$ cat src/design/usc_defs.svh
// Purpose: Named offsets, bit positions, reset values and counts of the serial control block
// Assumes: Included by bare name; definitions only
// Notes:   Register indices times four give the Avalon byte address
`ifndef USC_DEFS_SVH
`define USC_DEFS_SVH
// Register indices
`define USC_IDX_DATA    8'hb8
`define USC_IDX_BAUD    8'hb9
`define USC_IDX_CTRL    8'hba
`define USC_IDX_RSTAT   8'hbb
`define USC_IDX_IRQCLK  8'hbc
// serial_control_status bits
`define USC_C_PEN       7
`define USC_C_PKHI      6
`define USC_C_X9        5
`define USC_C_CHHI      4
`define USC_C_CHLO      3
`define USC_C_ERR       2
`define USC_C_RXF       1
`define USC_C_TXE       0
// serial_receive_status bits
`define USC_S_OVR       7
`define USC_S_FRM       6
`define USC_S_PAR       5
`define USC_S_BRK       4
`define USC_S_R9        3
`define USC_S_ADDRESS_WAIT_MODE      2
`define USC_S_ACT       1
`define USC_S_LF        0
// serial_irq_clock_source bits
`define USC_I_TWO_STOP_SELECT      7
`define USC_I_BRK       6
`define USC_I_TXEN      5
`define USC_I_SYNC      4
`define USC_I_XR        3
`define USC_I_XT        2
`define USC_I_ERI       1
`define USC_I_ETI       0
// Write masks and reset values
`define USC_IRQCLK_WMASK 8'hef
`define USC_REG_RST      8'h00
`define USC_CTRL_RW_RST  5'h00
`define USC_TXE_RST      1'b1
`define USC_RD_PAD       24'h000000
// Oversampling: sixteen ticks per bit, samples around the centre
`define USC_OVS_LAST    4'hf
`define USC_MID_A       4'h7
`define USC_MID_B       4'h8
`define USC_MID_C       4'h9
// Data bit counts and encodings
`define USC_N7          4'h7
`define USC_N8          4'h8
`define USC_N9          4'h9
`define USC_CH_8        2'b00
`define USC_CH_7        2'b01
`define USC_CH_LOOP     2'b11
`define USC_PK_ODD      2'b00
`define USC_PK_EVEN     2'b01
`define USC_PK_MARK     2'b10
`endif

$ cat src/design/usc_pkg.sv
// Purpose: Types shared by the serial control block
// Assumes: Constants live in usc_defs.svh
// Notes:   State encodings are left to the tools
package usc_pkg;
  typedef enum logic [2:0] {USC_TX_IDLE, USC_TX_START, USC_TX_DATA, USC_TX_PAR, USC_TX_STOP} usc_tx_state_t;
  typedef enum logic [2:0] {USC_RX_IDLE, USC_RX_START, USC_RX_DATA, USC_RX_PAR, USC_RX_STOP} usc_rx_state_t;
endpackage

$ cat src/design/usc_clk_sel.sv
// Purpose: Selects internal or pin clock level and turns its edges into one-cycle enables
// Assumes: Pin level is synchronous to clk_i
// Notes:   Changing the select mid-frame may give one spurious edge
`timescale 1ns/10ps
module usc_clk_sel (
  input  wire logic clk_i,
  input  wire logic nrst_i,
  input  wire logic ext_sel_i,
  input  wire logic int_lvl_i,
  input  wire logic pin_lvl_i,
  output logic      rise_o,
  output logic      fall_o
);
  logic lvl;
  logic prev_r;

  // Source chosen by the clock select bit
  assign lvl = ext_sel_i ? pin_lvl_i : int_lvl_i;

  // Previous level for edge detection
  always_ff @(posedge clk_i or negedge nrst_i) begin
    if (!nrst_i) begin
      prev_r <= 1'b0;
    end else begin
      prev_r <= lvl;
    end
  end

  assign rise_o = lvl & ~prev_r;
  assign fall_o = ~lvl & prev_r;
endmodule

$ cat src/design/usc_regs.sv
// Purpose: Control, status and framing logic of a full-duplex serial transceiver
// Assumes: Avalon-MM slave with waitrequest, byte address, pins synchronous to clk_i
// Notes:   Registers sit at index times four; bits above 7 read as zero
// Contract
// - Parity only when enabled, 7/8-bit frames
// - Parity kinds odd, even, one, zero
// - Shared bit: ninth bit or parity select
// - Length field selects eight, seven, nine bits
// - Global fault set by any receive error
// - Receive full set on load, cleared by read
// - Transmit empty set on transfer, cleared write
// - Error flags sticky, cleared by status read
// - Received ninth bit stored, read-only
// - Attention mode cleared by ninth bit one
// - Transmit active until last stop ends
// - Line fault set on framing or break, cleared high
// - One or two transmitted stop bits
// - Break holds transmit pin low
// - Mode bit selects async or sync, read-only
// - Receiver clock internal or from pin
// - Transmitter clock internal or from pin
// - Separate receive and transmit interrupt enables
// - Receive pin connected except in loopback
// - Clock pin outputs baud clock or clocks
// - Async sixteen ticks per bit, sync one
// - Start confirmed at half bit, triple sampling
// - Interrupts pending while flag and enable set
// - Sync launches on rise, captures on fall
//
// Implementation choice: the Avalon-MM register port.
`timescale 1ns/10ps
`include "usc_defs.svh"
module usc_regs
  import usc_pkg::*;
(
  input  wire logic        clk_i,
  input  wire logic        nrst_i,
  input  wire logic [9:0]  avs_address_i,
  input  wire logic        avs_read_i,
  input  wire logic        avs_write_i,
  input  wire logic [31:0] avs_writedata_i,
  input  wire logic [3:0]  avs_byteenable_i,
  output logic      [31:0] avs_readdata_o,
  output logic             avs_waitrequest_o,
  input  wire logic        receive_pin_i,
  output logic             transmit_pin_o,
  input  wire logic        serial_clock_pin_i,
  output logic             serial_clock_pin_o,
  output logic             serial_clock_pin_oe_n_o,
  input  wire logic        clock_port_dir_out_i,
  input  wire logic        sync_mode_strap_i,
  output logic             rx_irq_o,
  output logic             tx_irq_o
);
  logic          wait_r, strap_done_r, sync_r, address_wait_mode_r, rx9_r, tx_empty_r, rx_full_r;
  logic          ovr_r, frm_r, par_r, brk_r, lfault_r, tx_line_r, tx_pin_r, baud_lvl_r, oe_n_r;
  logic          tx_irq_r, rx_irq_r, tx_empty_nxt, rx_full_nxt, maj_r, zero_r, rx_par_r;
  logic [31:0]   rdata_r;
  logic [7:3]    ctrl_rw_r;
  logic [7:0]    irq_rw_r, baud_r, baud_cnt_r, tx_hold_r, rx_hold_r, rd_mux, rstat;
  logic [8:0]    tx_shift_r, rx_shift_r;
  logic [3:0]    tx_cnt_r, tx_idx_r, rx_cnt_r, rx_idx_r, nbits, last_idx;
  logic [1:0]    char_len, s_r;
  logic [7:0]    idx;
  usc_tx_state_t tx_state_r;
  usc_rx_state_t rx_state_r;
  logic          take, wr_ok, rd_ok, wr_data, wr_ctrl, wr_rstat, wr_irq, wr_baud, rd_data, rd_rstat;
  logic          nine_bits, par_on, loop_on, tx_par, fault_any;
  logic          tx_tick, tx_done, stop_end, tx_load, rx_rise, rx_fall, rx_tick, rx_done, rx_in, rx_val;
  logic          frame_done, frm_set, brk_set, par_set, ovr_set, rx_accept, rx_load;

  // Parity of seven or eight data bits for the selected kind
  function automatic logic usc_parity(input logic [7:0] d, input logic seven, input logic [1:0] kind);
    logic x;
    x = seven ? ^d[6:0] : ^d;
    case (kind)
      `USC_PK_ODD:  usc_parity = ~x;
      `USC_PK_EVEN: usc_parity = x;
      `USC_PK_MARK: usc_parity = 1'b1;
      default:      usc_parity = 1'b0;
    endcase
  endfunction

  // Bus decode; an access completes one cycle after it is taken
  assign idx      = avs_address_i[9:2];
  assign take     = (avs_read_i | avs_write_i) & wait_r;
  assign wr_ok    = avs_write_i & ~wait_r & avs_byteenable_i[0];
  assign rd_ok    = avs_read_i & ~wait_r;
  assign wr_data  = wr_ok & (idx == `USC_IDX_DATA);
  assign wr_baud  = wr_ok & (idx == `USC_IDX_BAUD);
  assign wr_ctrl  = wr_ok & (idx == `USC_IDX_CTRL);
  assign wr_rstat = wr_ok & (idx == `USC_IDX_RSTAT);
  assign wr_irq   = wr_ok & (idx == `USC_IDX_IRQCLK);
  assign rd_data  = rd_ok & (idx == `USC_IDX_DATA);
  assign rd_rstat = rd_ok & (idx == `USC_IDX_RSTAT);

  // Frame format decode
  assign char_len  = {ctrl_rw_r[`USC_C_CHHI], ctrl_rw_r[`USC_C_CHLO]};
  assign nine_bits = char_len[1];
  assign loop_on   = (char_len == `USC_CH_LOOP);
  assign par_on    = ctrl_rw_r[`USC_C_PEN] & ~nine_bits;
  assign last_idx  = nbits - 4'h1;
  always_comb begin
    case (char_len)
      `USC_CH_7: nbits = `USC_N7;
      `USC_CH_8: nbits = `USC_N8;
      default:   nbits = `USC_N9;
    endcase
  end

  // Status views
  assign fault_any = ovr_r | frm_r | par_r | brk_r;
  assign rstat = {ovr_r, frm_r, par_r, brk_r, rx9_r, address_wait_mode_r, (tx_state_r != USC_TX_IDLE), lfault_r};
  always_comb begin
    case (idx)
      `USC_IDX_DATA:   rd_mux = rx_hold_r;
      `USC_IDX_BAUD:   rd_mux = baud_r;
      `USC_IDX_CTRL:   rd_mux = {ctrl_rw_r, fault_any, rx_full_r, tx_empty_r};
      `USC_IDX_RSTAT:  rd_mux = rstat;
      `USC_IDX_IRQCLK: rd_mux = irq_rw_r | {3'h0, sync_r, 4'h0};
      default:         rd_mux = `USC_REG_RST;
    endcase
  end

  // Handshake: waitrequest drops for exactly one cycle per access
  always_ff @(posedge clk_i or negedge nrst_i) begin
    if (!nrst_i) begin
      wait_r  <= 1'b1;
      rdata_r <= {`USC_RD_PAD, `USC_REG_RST};
    end else if (take) begin
      wait_r  <= 1'b0;
      rdata_r <= {`USC_RD_PAD, rd_mux};
    end else begin
      wait_r  <= 1'b1;
    end
  end
  assign avs_readdata_o    = rdata_r;
  assign avs_waitrequest_o = wait_r;

  // Writable control fields; the mode bit is never written by software
  always_ff @(posedge clk_i or negedge nrst_i) begin
    if (!nrst_i) begin
      ctrl_rw_r <= `USC_CTRL_RW_RST;
      irq_rw_r  <= `USC_REG_RST;
      baud_r    <= `USC_REG_RST;
      tx_hold_r <= `USC_REG_RST;
    end else begin
      if (wr_ctrl) ctrl_rw_r <= avs_writedata_i[7:3];
      if (wr_irq)  irq_rw_r  <= avs_writedata_i[7:0] & `USC_IRQCLK_WMASK;
      if (wr_baud) baud_r    <= avs_writedata_i[7:0];
      if (wr_data) tx_hold_r <= avs_writedata_i[7:0];
    end
  end

  // Mode strap caught once after reset release, read-only afterwards
  always_ff @(posedge clk_i or negedge nrst_i) begin
    if (!nrst_i) begin
      strap_done_r <= 1'b0;
      sync_r       <= 1'b0;
    end else if (!strap_done_r) begin
      strap_done_r <= 1'b1;
      sync_r       <= sync_mode_strap_i;
    end
  end

  // Internal baud level; divisor zero stops the clock
  always_ff @(posedge clk_i or negedge nrst_i) begin
    if (!nrst_i) begin
      baud_cnt_r <= `USC_REG_RST;
      baud_lvl_r <= 1'b0;
      oe_n_r     <= 1'b1;
    end else begin
      oe_n_r <= ~clock_port_dir_out_i;
      if (baud_r == `USC_REG_RST) begin
        baud_cnt_r <= `USC_REG_RST;
      end else if (baud_cnt_r == baud_r) begin
        baud_cnt_r <= `USC_REG_RST;
        baud_lvl_r <= ~baud_lvl_r;
      end else begin
        baud_cnt_r <= baud_cnt_r + 8'h01;
      end
    end
  end
  assign serial_clock_pin_o      = baud_lvl_r;
  assign serial_clock_pin_oe_n_o = oe_n_r;

  // Clock source per direction
  usc_clk_sel u_tx_clk (
    .clk_i     (clk_i),
    .nrst_i    (nrst_i),
    .ext_sel_i (irq_rw_r[`USC_I_XT]),
    .int_lvl_i (baud_lvl_r),
    .pin_lvl_i (serial_clock_pin_i),
    .rise_o    (tx_tick),
    .fall_o    ()
  );
  usc_clk_sel u_rx_clk (
    .clk_i     (clk_i),
    .nrst_i    (nrst_i),
    .ext_sel_i (irq_rw_r[`USC_I_XR]),
    .int_lvl_i (baud_lvl_r),
    .pin_lvl_i (serial_clock_pin_i),
    .rise_o    (rx_rise),
    .fall_o    (rx_fall)
  );
  assign rx_tick = sync_r ? rx_fall : rx_rise;

  // Transmit sequencing terms
  assign tx_done  = tx_tick & (sync_r | (tx_cnt_r == `USC_OVS_LAST));
  assign stop_end = (tx_state_r == USC_TX_STOP) & tx_done & (~irq_rw_r[`USC_I_TWO_STOP_SELECT] | (tx_idx_r != 4'h0));
  assign tx_load  = ((tx_state_r == USC_TX_IDLE) | stop_end) & ~tx_empty_r & ~wr_data;
  assign tx_par   = usc_parity(tx_shift_r[7:0], (char_len == `USC_CH_7),
                               {ctrl_rw_r[`USC_C_PKHI], ctrl_rw_r[`USC_C_X9]});

  // Transmit frame state machine
  always_ff @(posedge clk_i or negedge nrst_i) begin
    if (!nrst_i) begin
      tx_state_r <= USC_TX_IDLE;
      tx_cnt_r   <= 4'h0;
      tx_idx_r   <= 4'h0;
      tx_shift_r <= 9'h000;
    end else begin
      if (tx_tick) tx_cnt_r <= tx_cnt_r + 4'h1;
      case (tx_state_r)
        USC_TX_START: if (tx_done) begin
          tx_state_r <= USC_TX_DATA;
          tx_idx_r   <= 4'h0;
        end
        USC_TX_DATA: if (tx_done) begin
          tx_idx_r <= tx_idx_r + 4'h1;
          if (tx_idx_r == last_idx) begin
            tx_state_r <= par_on ? USC_TX_PAR : USC_TX_STOP;
            tx_idx_r   <= 4'h0;
          end
        end
        USC_TX_PAR: if (tx_done) begin
          tx_state_r <= USC_TX_STOP;
          tx_idx_r   <= 4'h0;
        end
        USC_TX_STOP: if (tx_done) begin
          tx_idx_r <= 4'h1;                                // Second stop bit
          if (stop_end) tx_state_r <= USC_TX_IDLE;
        end
        default: tx_state_r <= USC_TX_IDLE;
      endcase
      // Back-to-back frames start without an idle gap
      if (tx_load) begin
        tx_state_r <= USC_TX_START;
        tx_cnt_r   <= 4'h0;
        tx_shift_r <= {ctrl_rw_r[`USC_C_X9], tx_hold_r};
      end
    end
  end

  // Line level from the frame position
  always_ff @(posedge clk_i or negedge nrst_i) begin
    if (!nrst_i) begin
      tx_line_r <= 1'b1;
      tx_pin_r  <= 1'b1;
    end else begin
      case (tx_state_r)
        USC_TX_START: tx_line_r <= 1'b0;
        USC_TX_DATA:  tx_line_r <= tx_shift_r[tx_idx_r];
        USC_TX_PAR:   tx_line_r <= tx_par;
        default:      tx_line_r <= 1'b1;
      endcase
      // Break wins over data; disabled pin idles high
      tx_pin_r <= irq_rw_r[`USC_I_BRK] ? 1'b0 : (irq_rw_r[`USC_I_TXEN] ? tx_line_r : 1'b1);
    end
  end
  assign transmit_pin_o = tx_pin_r;

  // Transmit empty: load sets, data write clears; load never meets a write
  always_comb begin
    tx_empty_nxt = tx_empty_r;
    if (wr_data) tx_empty_nxt = 1'b0;
    if (tx_load) tx_empty_nxt = 1'b1;
  end

  // Receive input: pin wired direct, or looped from transmitter
  assign rx_in     = loop_on ? tx_line_r : receive_pin_i;
  assign rx_val    = sync_r ? rx_in : maj_r;
  assign rx_done   = rx_tick & (sync_r | (rx_cnt_r == `USC_OVS_LAST));
  assign frame_done = (rx_state_r == USC_RX_STOP) & rx_done;
  assign frm_set   = frame_done & ~rx_val;
  assign brk_set   = frame_done & ~rx_val & zero_r;
  assign par_set   = frame_done & par_on &
                     (rx_par_r != usc_parity(rx_shift_r[7:0], (char_len == `USC_CH_7),
                                             {ctrl_rw_r[`USC_C_PKHI], ctrl_rw_r[`USC_C_X9]}));
  // In attention mode with nine-bit frames only characters with ninth bit one are taken
  assign rx_accept = frame_done & (~address_wait_mode_r | ~nine_bits | rx_shift_r[8]);
  assign ovr_set   = rx_accept & rx_full_r & ~rd_data;
  assign rx_load   = rx_accept & ~ovr_set;

  // Receive frame state machine with centre sampling
  always_ff @(posedge clk_i or negedge nrst_i) begin
    if (!nrst_i) begin
      rx_state_r <= USC_RX_IDLE;
      rx_cnt_r   <= 4'h0;
      rx_idx_r   <= 4'h0;
      rx_shift_r <= 9'h000;
      s_r        <= 2'b00;
      maj_r      <= 1'b0;
      zero_r     <= 1'b0;
      rx_par_r   <= 1'b0;
    end else if (rx_tick) begin
      rx_cnt_r <= rx_cnt_r + 4'h1;
      if (rx_cnt_r == `USC_MID_A) s_r[0] <= rx_in;
      if (rx_cnt_r == `USC_MID_B) s_r[1] <= rx_in;
      if (rx_cnt_r == `USC_MID_C) maj_r  <= (s_r[0] & s_r[1]) | (s_r[0] & rx_in) | (s_r[1] & rx_in);
      case (rx_state_r)
        USC_RX_IDLE: if (!rx_in) begin
          rx_state_r <= sync_r ? USC_RX_DATA : USC_RX_START;
          rx_cnt_r   <= 4'h1;
          rx_idx_r   <= 4'h0;
          rx_shift_r <= 9'h000;
          zero_r     <= 1'b1;
        end
        USC_RX_START: begin
          // False start if the line is high again half a bit later
          if ((rx_cnt_r == `USC_MID_B) && rx_in) rx_state_r <= USC_RX_IDLE;
          else if (rx_done) rx_state_r <= USC_RX_DATA;
        end
        USC_RX_DATA: if (rx_done) begin
          rx_shift_r[rx_idx_r] <= rx_val;
          zero_r   <= zero_r & ~rx_val;
          rx_idx_r <= rx_idx_r + 4'h1;
          if (rx_idx_r == last_idx) rx_state_r <= par_on ? USC_RX_PAR : USC_RX_STOP;
        end
        USC_RX_PAR: if (rx_done) begin
          rx_par_r   <= rx_val;
          zero_r     <= zero_r & ~rx_val;
          rx_state_r <= USC_RX_STOP;
        end
        USC_RX_STOP: if (rx_done) rx_state_r <= USC_RX_IDLE; // One stop bit suffices
        default: rx_state_r <= USC_RX_IDLE;
      endcase
    end
  end

  // Receive buffer; an overrun keeps the older character
  always_ff @(posedge clk_i or negedge nrst_i) begin
    if (!nrst_i) begin
      rx_hold_r <= `USC_REG_RST;
      rx9_r     <= 1'b0;
    end else if (rx_load) begin
      rx_hold_r <= rx_shift_r[7:0];
      if (nine_bits) rx9_r <= rx_shift_r[8];
    end
  end

  // Receive full: load wins over a read in the same cycle
  always_comb begin
    rx_full_nxt = rx_full_r;
    if (rd_data) rx_full_nxt = 1'b0;
    if (rx_load) rx_full_nxt = 1'b1;
  end

  // Buffer flags and interrupt levels from next values, so pending tracks exactly
  always_ff @(posedge clk_i or negedge nrst_i) begin
    if (!nrst_i) begin
      tx_empty_r <= `USC_TXE_RST;
      rx_full_r  <= 1'b0;
      tx_irq_r   <= 1'b0;
      rx_irq_r   <= 1'b0;
    end else begin
      tx_empty_r <= tx_empty_nxt;
      rx_full_r  <= rx_full_nxt;
      tx_irq_r   <= tx_empty_nxt & (wr_irq ? avs_writedata_i[`USC_I_ETI] : irq_rw_r[`USC_I_ETI]);
      rx_irq_r   <= rx_full_nxt & (wr_irq ? avs_writedata_i[`USC_I_ERI] : irq_rw_r[`USC_I_ERI]);
    end
  end
  assign tx_irq_o = tx_irq_r;
  assign rx_irq_o = rx_irq_r;

  // Sticky errors; a read clears only bits it returned, new events win
  always_ff @(posedge clk_i or negedge nrst_i) begin
    if (!nrst_i) begin
      ovr_r <= 1'b0;
      frm_r <= 1'b0;
      par_r <= 1'b0;
      brk_r <= 1'b0;
    end else begin
      ovr_r <= (ovr_r & ~(rd_rstat & rdata_r[`USC_S_OVR])) | ovr_set;
      frm_r <= (frm_r & ~(rd_rstat & rdata_r[`USC_S_FRM])) | frm_set;
      par_r <= (par_r & ~(rd_rstat & rdata_r[`USC_S_PAR])) | par_set;
      brk_r <= (brk_r & ~(rd_rstat & rdata_r[`USC_S_BRK])) | brk_set;
    end
  end

  // Attention bit and line fault
  always_ff @(posedge clk_i or negedge nrst_i) begin
    if (!nrst_i) begin
      address_wait_mode_r   <= 1'b0;
      lfault_r <= 1'b0;
    end else begin
      if (wr_rstat) address_wait_mode_r <= avs_writedata_i[`USC_S_ADDRESS_WAIT_MODE];
      else if (frame_done && nine_bits && rx_shift_r[8]) address_wait_mode_r <= 1'b0;
      if (frm_set || brk_set) lfault_r <= 1'b1;
      else if ((rx_state_r == USC_RX_IDLE) && rx_in) lfault_r <= 1'b0;
    end
  end
endmodule

$ cat config.mk
export PLATFORM = sky130hd
export DESIGN_NAME = usc_regs
export DESIGN_NICKNAME = d
export VERILOG_FILES = /design/src/design/usc_pkg.sv /design/src/design/usc_clk_sel.sv /design/src/design/usc_regs.sv
export VERILOG_INCLUDE_DIRS = /design/src /design/src/design
export SDC_FILE = /design/constraint.sdc
export NUM_CORES = 1
export LEC_CHECK = 0
export BUFFER_PORTS_ARGS = -buffer_cell sky130_fd_sc_hd__buf_2
export CAP_MARGIN = 20
export CORE_MARGIN = 2
export CORE_UTILIZATION = 50
export DETAILED_ROUTE_END_ITERATION = 7
export GPL_TIMING_DRIVEN = 0
export MAX_ROUTING_LAYER = met4
export PLACE_DENSITY = 0.79
export SETUP_SLACK_MARGIN = 0.5
export SLEW_MARGIN = 10
export SYNTH_ARGS = -nofsm -noshare
export SYNTH_HDL_FRONTEND = slang
export SYNTH_SLANG_ARGS = --single-unit
$ cat constraint.sdc
create_clock -name clk_i -period 2.7 [get_ports clk_i]
set_clock_uncertainty 0.15 [all_clocks]
set_input_delay 0.405 -clock clk_i [delete_from_list [all_inputs] [get_ports clk_i]]
set_output_delay 0.405 -clock clk_i [all_outputs]
set_load 0.05 [all_outputs]
==> results.sh <==
export IMPL_outcome="complete, no violations"
export IMPL_drv_slew=0
export IMPL_ys_seq_area_frac=0.4708
export IMPL_slowest_stage="dfrtp_1"
export IMPL_synth_seq_cells=117
export IMPL_cp_buffers_inverters=4
export IMPL_grt_pass1_wl_um=25540
export IMPL_drt_iter0_markers=492
export IMPL_power_total_w=0.005951
export IMPL_syn_cell_area_mm2=0.006232
export IMPL_power_leakage_nw=3.654
export IMPL_path_cells="clkbuf_8, inv_4, ha_4, nor4bb_4, o41ai_2, buf_4, nand2_4, nor3b_4, buf_6, mux2_4"
export IMPL_dieArea_mm2=0.01337
export IMPL_muxShareOfSynthArea=0.1369
export IMPL_cp_end_kind="register"
export IMPL_startpoint="tx_idx_r[0]"
export IMPL_syn_area_per_cell_um2=10.65
export IMPL_yosysTopAreaCell="dfrtp_1"
export IMPL_yosysTopAreaCellShare=0.4497
export IMPL_final_cells=881
export IMPL_via_per_inst=5.762
export IMPL_dr_pass1_iters=5
export IMPL_layout_commonest_cell="dfrtp_1"
export IMPL_gp_congestion=0.9641
export IMPL_hold_viol=0
export IMPL_syn_inst=585
export IMPL_die_h_um=115.6
export IMPL_vias=5076
export IMPL_vdd_ir_drop_max_v=0.0006917
export IMPL_h_tree_depth=4
export IMPL_area_growth_pct=27.63
export IMPL_port_buffer_count=38
export IMPL_synthArstFlopShare=1.000
export IMPL_synthFlopType="dfrtp_1"
export IMPL_worst_slew_pin_slew_ps=820.7
export IMPL_power_per_cell_area_mw_per_mm2=748.1
export IMPL_grt_max_degree=75
export IMPL_clock_sinks=117
export IMPL_critPathTopFamily="buffers and inverters"
export IMPL_nets=765
export IMPL_setup_viol=0
export IMPL_gr_total_overflow=0
export IMPL_synth_simple_gate_area_frac=0.1528
export IMPL_grt_setup_unrepaired="true"
export IMPL_die_width_um=115.6
export IMPL_final_cell_mix="dfrtp_1 (110), buf_4 (56), nand2_1 (54)"
export IMPL_synthDistinctLibCells=65
export IMPL_min_period_ps=2336
export IMPL_grt_usage=0.2585
export IMPL_coreArea_mm2=0.01211
export IMPL_startpoint_type="register"
export IMPL_cap_violations=0
export IMPL_synth_top_family_by_area="simple AND/OR/NAND/NOR gates"
export IMPL_placedCellCount=815
export IMPL_synth_fa_ha_area_frac=0.02208
export IMPL_fmax_mhz=428.2
export IMPL_cts_buffers=17
export IMPL_yosys_warnings=0
export IMPL_antenna_found_initial=0
export IMPL_reg2reg_setup_slack_ps=360
export IMPL_cts_path_max_buffers=2
export IMPL_boundaryPins=92
export IMPL_worstSetupPathType="register to register"
export IMPL_drcViolationCount=0
export IMPL_cp_data_required_time_ps=2850
export IMPL_crit_path_max_incr_delay_ps=360
export IMPL_postRouteAntennaNets=0
export IMPL_drive_gt1_frac=0.3338
export IMPL_start_util=0.5146
export IMPL_synth_edf_count=0
export IMPL_rows=40
export IMPL_synth_xor_xnor_area_share=0.05501
export IMPL_grt_pass1_vias=5013
export IMPL_clk_latency_ps=420
export IMPL_path_max_fanout=6
export IMPL_maxSlewHeadroom=0.4452
export IMPL_period_share=0.8650
export IMPL_diodes=0
export IMPL_cts_tree="yes"
export IMPL_arrival_ps=2480
export IMPL_min_delay_start="sync_mode_strap_i"
export IMPL_drt_total_wl_um=16610
export IMPL_ys_top_cells_by_area="dfrtp_1 (45%), mux2_2 (8.9%), nand2_1 (3.4%), mux2i_1 (3.2%), buf_4 (3.0%)"
export IMPL_synth_compound_area_frac=0.1070
export IMPL_clkTransAtPathRegs_ps=60
export IMPL_wl_per_cell_um=18.86
export IMPL_dpl_hpwl_um=11080
export IMPL_cts_root_buffer="clkbuf_16"
export IMPL_hold_class="primary input to register"
export IMPL_r2r_start="tx_idx_r[0]"
## timing repair
| item | 4_1_cts | 5_1_grt |
|---|---|---|
| buffers inserted | 17 | 14 |
| endpoints found under the hold margin | 44 | 0 |
| gates resized for setup | 33 | 44 |
| pin swaps | 5 | 8 |
| cloned | 0 | 1 |
| setup endpoints to repair | 51 | 44 |
| hold buffers | 2 | 0 |
## stage by stage
| step | area [um^2] | util | hold WS (ps) | setup TNS [ps] | setup WS, ps |
|---|---|---|---|---|---|
| 3_3_place_gp | 6804 | 0.5618 | 304.1 | -29410 | -469.8 |
| 5_1_grt | 7954 | 0.6567 | 81.31 | 0 | 288.9 |
| 6_report | 7954 | 0.6567 | 74.79 | 0 | 364.5 |
| 3_5_place_dp | 6838 | 0.5646 | 207.3 | -390.0 | -102.7 |
| 2_1_floorplan | 6404 | - | -40.59 | 0 | 328.8 |
| 4_1_cts | 7684 | 0.6344 | 65.58 | 0 | 310.9 |
## Yosys cell counts, types with 7 or more instances
cell type and instances:
dfrtp_1 112, nand2_1 56, mux2_2 49, nor2_1 34, buf_4 25, o21ai_0 25
inv_1 20, mux2i_1 20, xnor2_1 20, clkbuf_1 19, nand3_1 18, a21oi_1 15
xor2_1 14, nor3_1 12, ha_1 11, nand4_1 9, a22oi_1 7
## layout make-up
class                   count  area [um^2]
well taps                 168        210.2
repair buffers             73        491.7
flip-flops and latches    117         2937
inverters                  20        80.08
multi-input cells         426         3346
fillers                   879         4158
plain buffers              45        311.5
clock inverters            13        135.1
clock buffers              19        442.9
## state kept, by name, summed over array words and instances, names as in the netlist, 7 cells and up
signal	cells
avs_readdata_o	8
baud_cnt_r	8
baud_r	8
irq_rw_r	7
rx_hold_r	8
rx_shift_r	9
tx_hold_r	8
tx_shift_r	9
## path summary, 6_finish.rpt
kind / endpoint / cells past startpoint
max in group asynchronous: avs_waitrequest_o / 3
hold / removal: sync_r / 2
hold reg to reg: maj_r / 2
min in group asynchronous: tx_idx_r[1] / 2
setup / recovery: tx_shift_r[4] / 10
setup reg to reg: tx_shift_r[4] / 10
## cells by family after synthesis
group | Yosys count
AO/OA/AOI/OAI | 98
multiplexers | 74
XOR/XNOR | 36
flip-flops | 117
buffers and inverters | 65
AND/OR/NAND/NOR | 182
other | 2
adder cells (fa/ha/maj) | 11
## worst register-to-register path: stages (launching register included)
cell      delay, ps
dfrtp_1         360
clkbuf_8        140
inv_4            30
ha_4            150
nor4bb_4        150
o41ai_2         230
buf_4           200
nand2_4          60
nor3b_4         260
buf_6           180
mux2_4          310
## metal layers
metal	vias to the layer above	global-route usage	wire length [um]
met3	39	0.06851	1145
met1	2520	0.3291	6790
met5	-	-	0
li1	2300	-	-
met2	217	0.4027	8245
met4	0	0.08889	431
## report_power, final
part / switching (W) / internal (W)
clock: 0.000842 / 0.00138
sequential: 0.000220 / 0.00195
combinational: 0.000881 / 0.000677
total: 0.00194 / 0.00401
(Power assumes the default switching activity.)
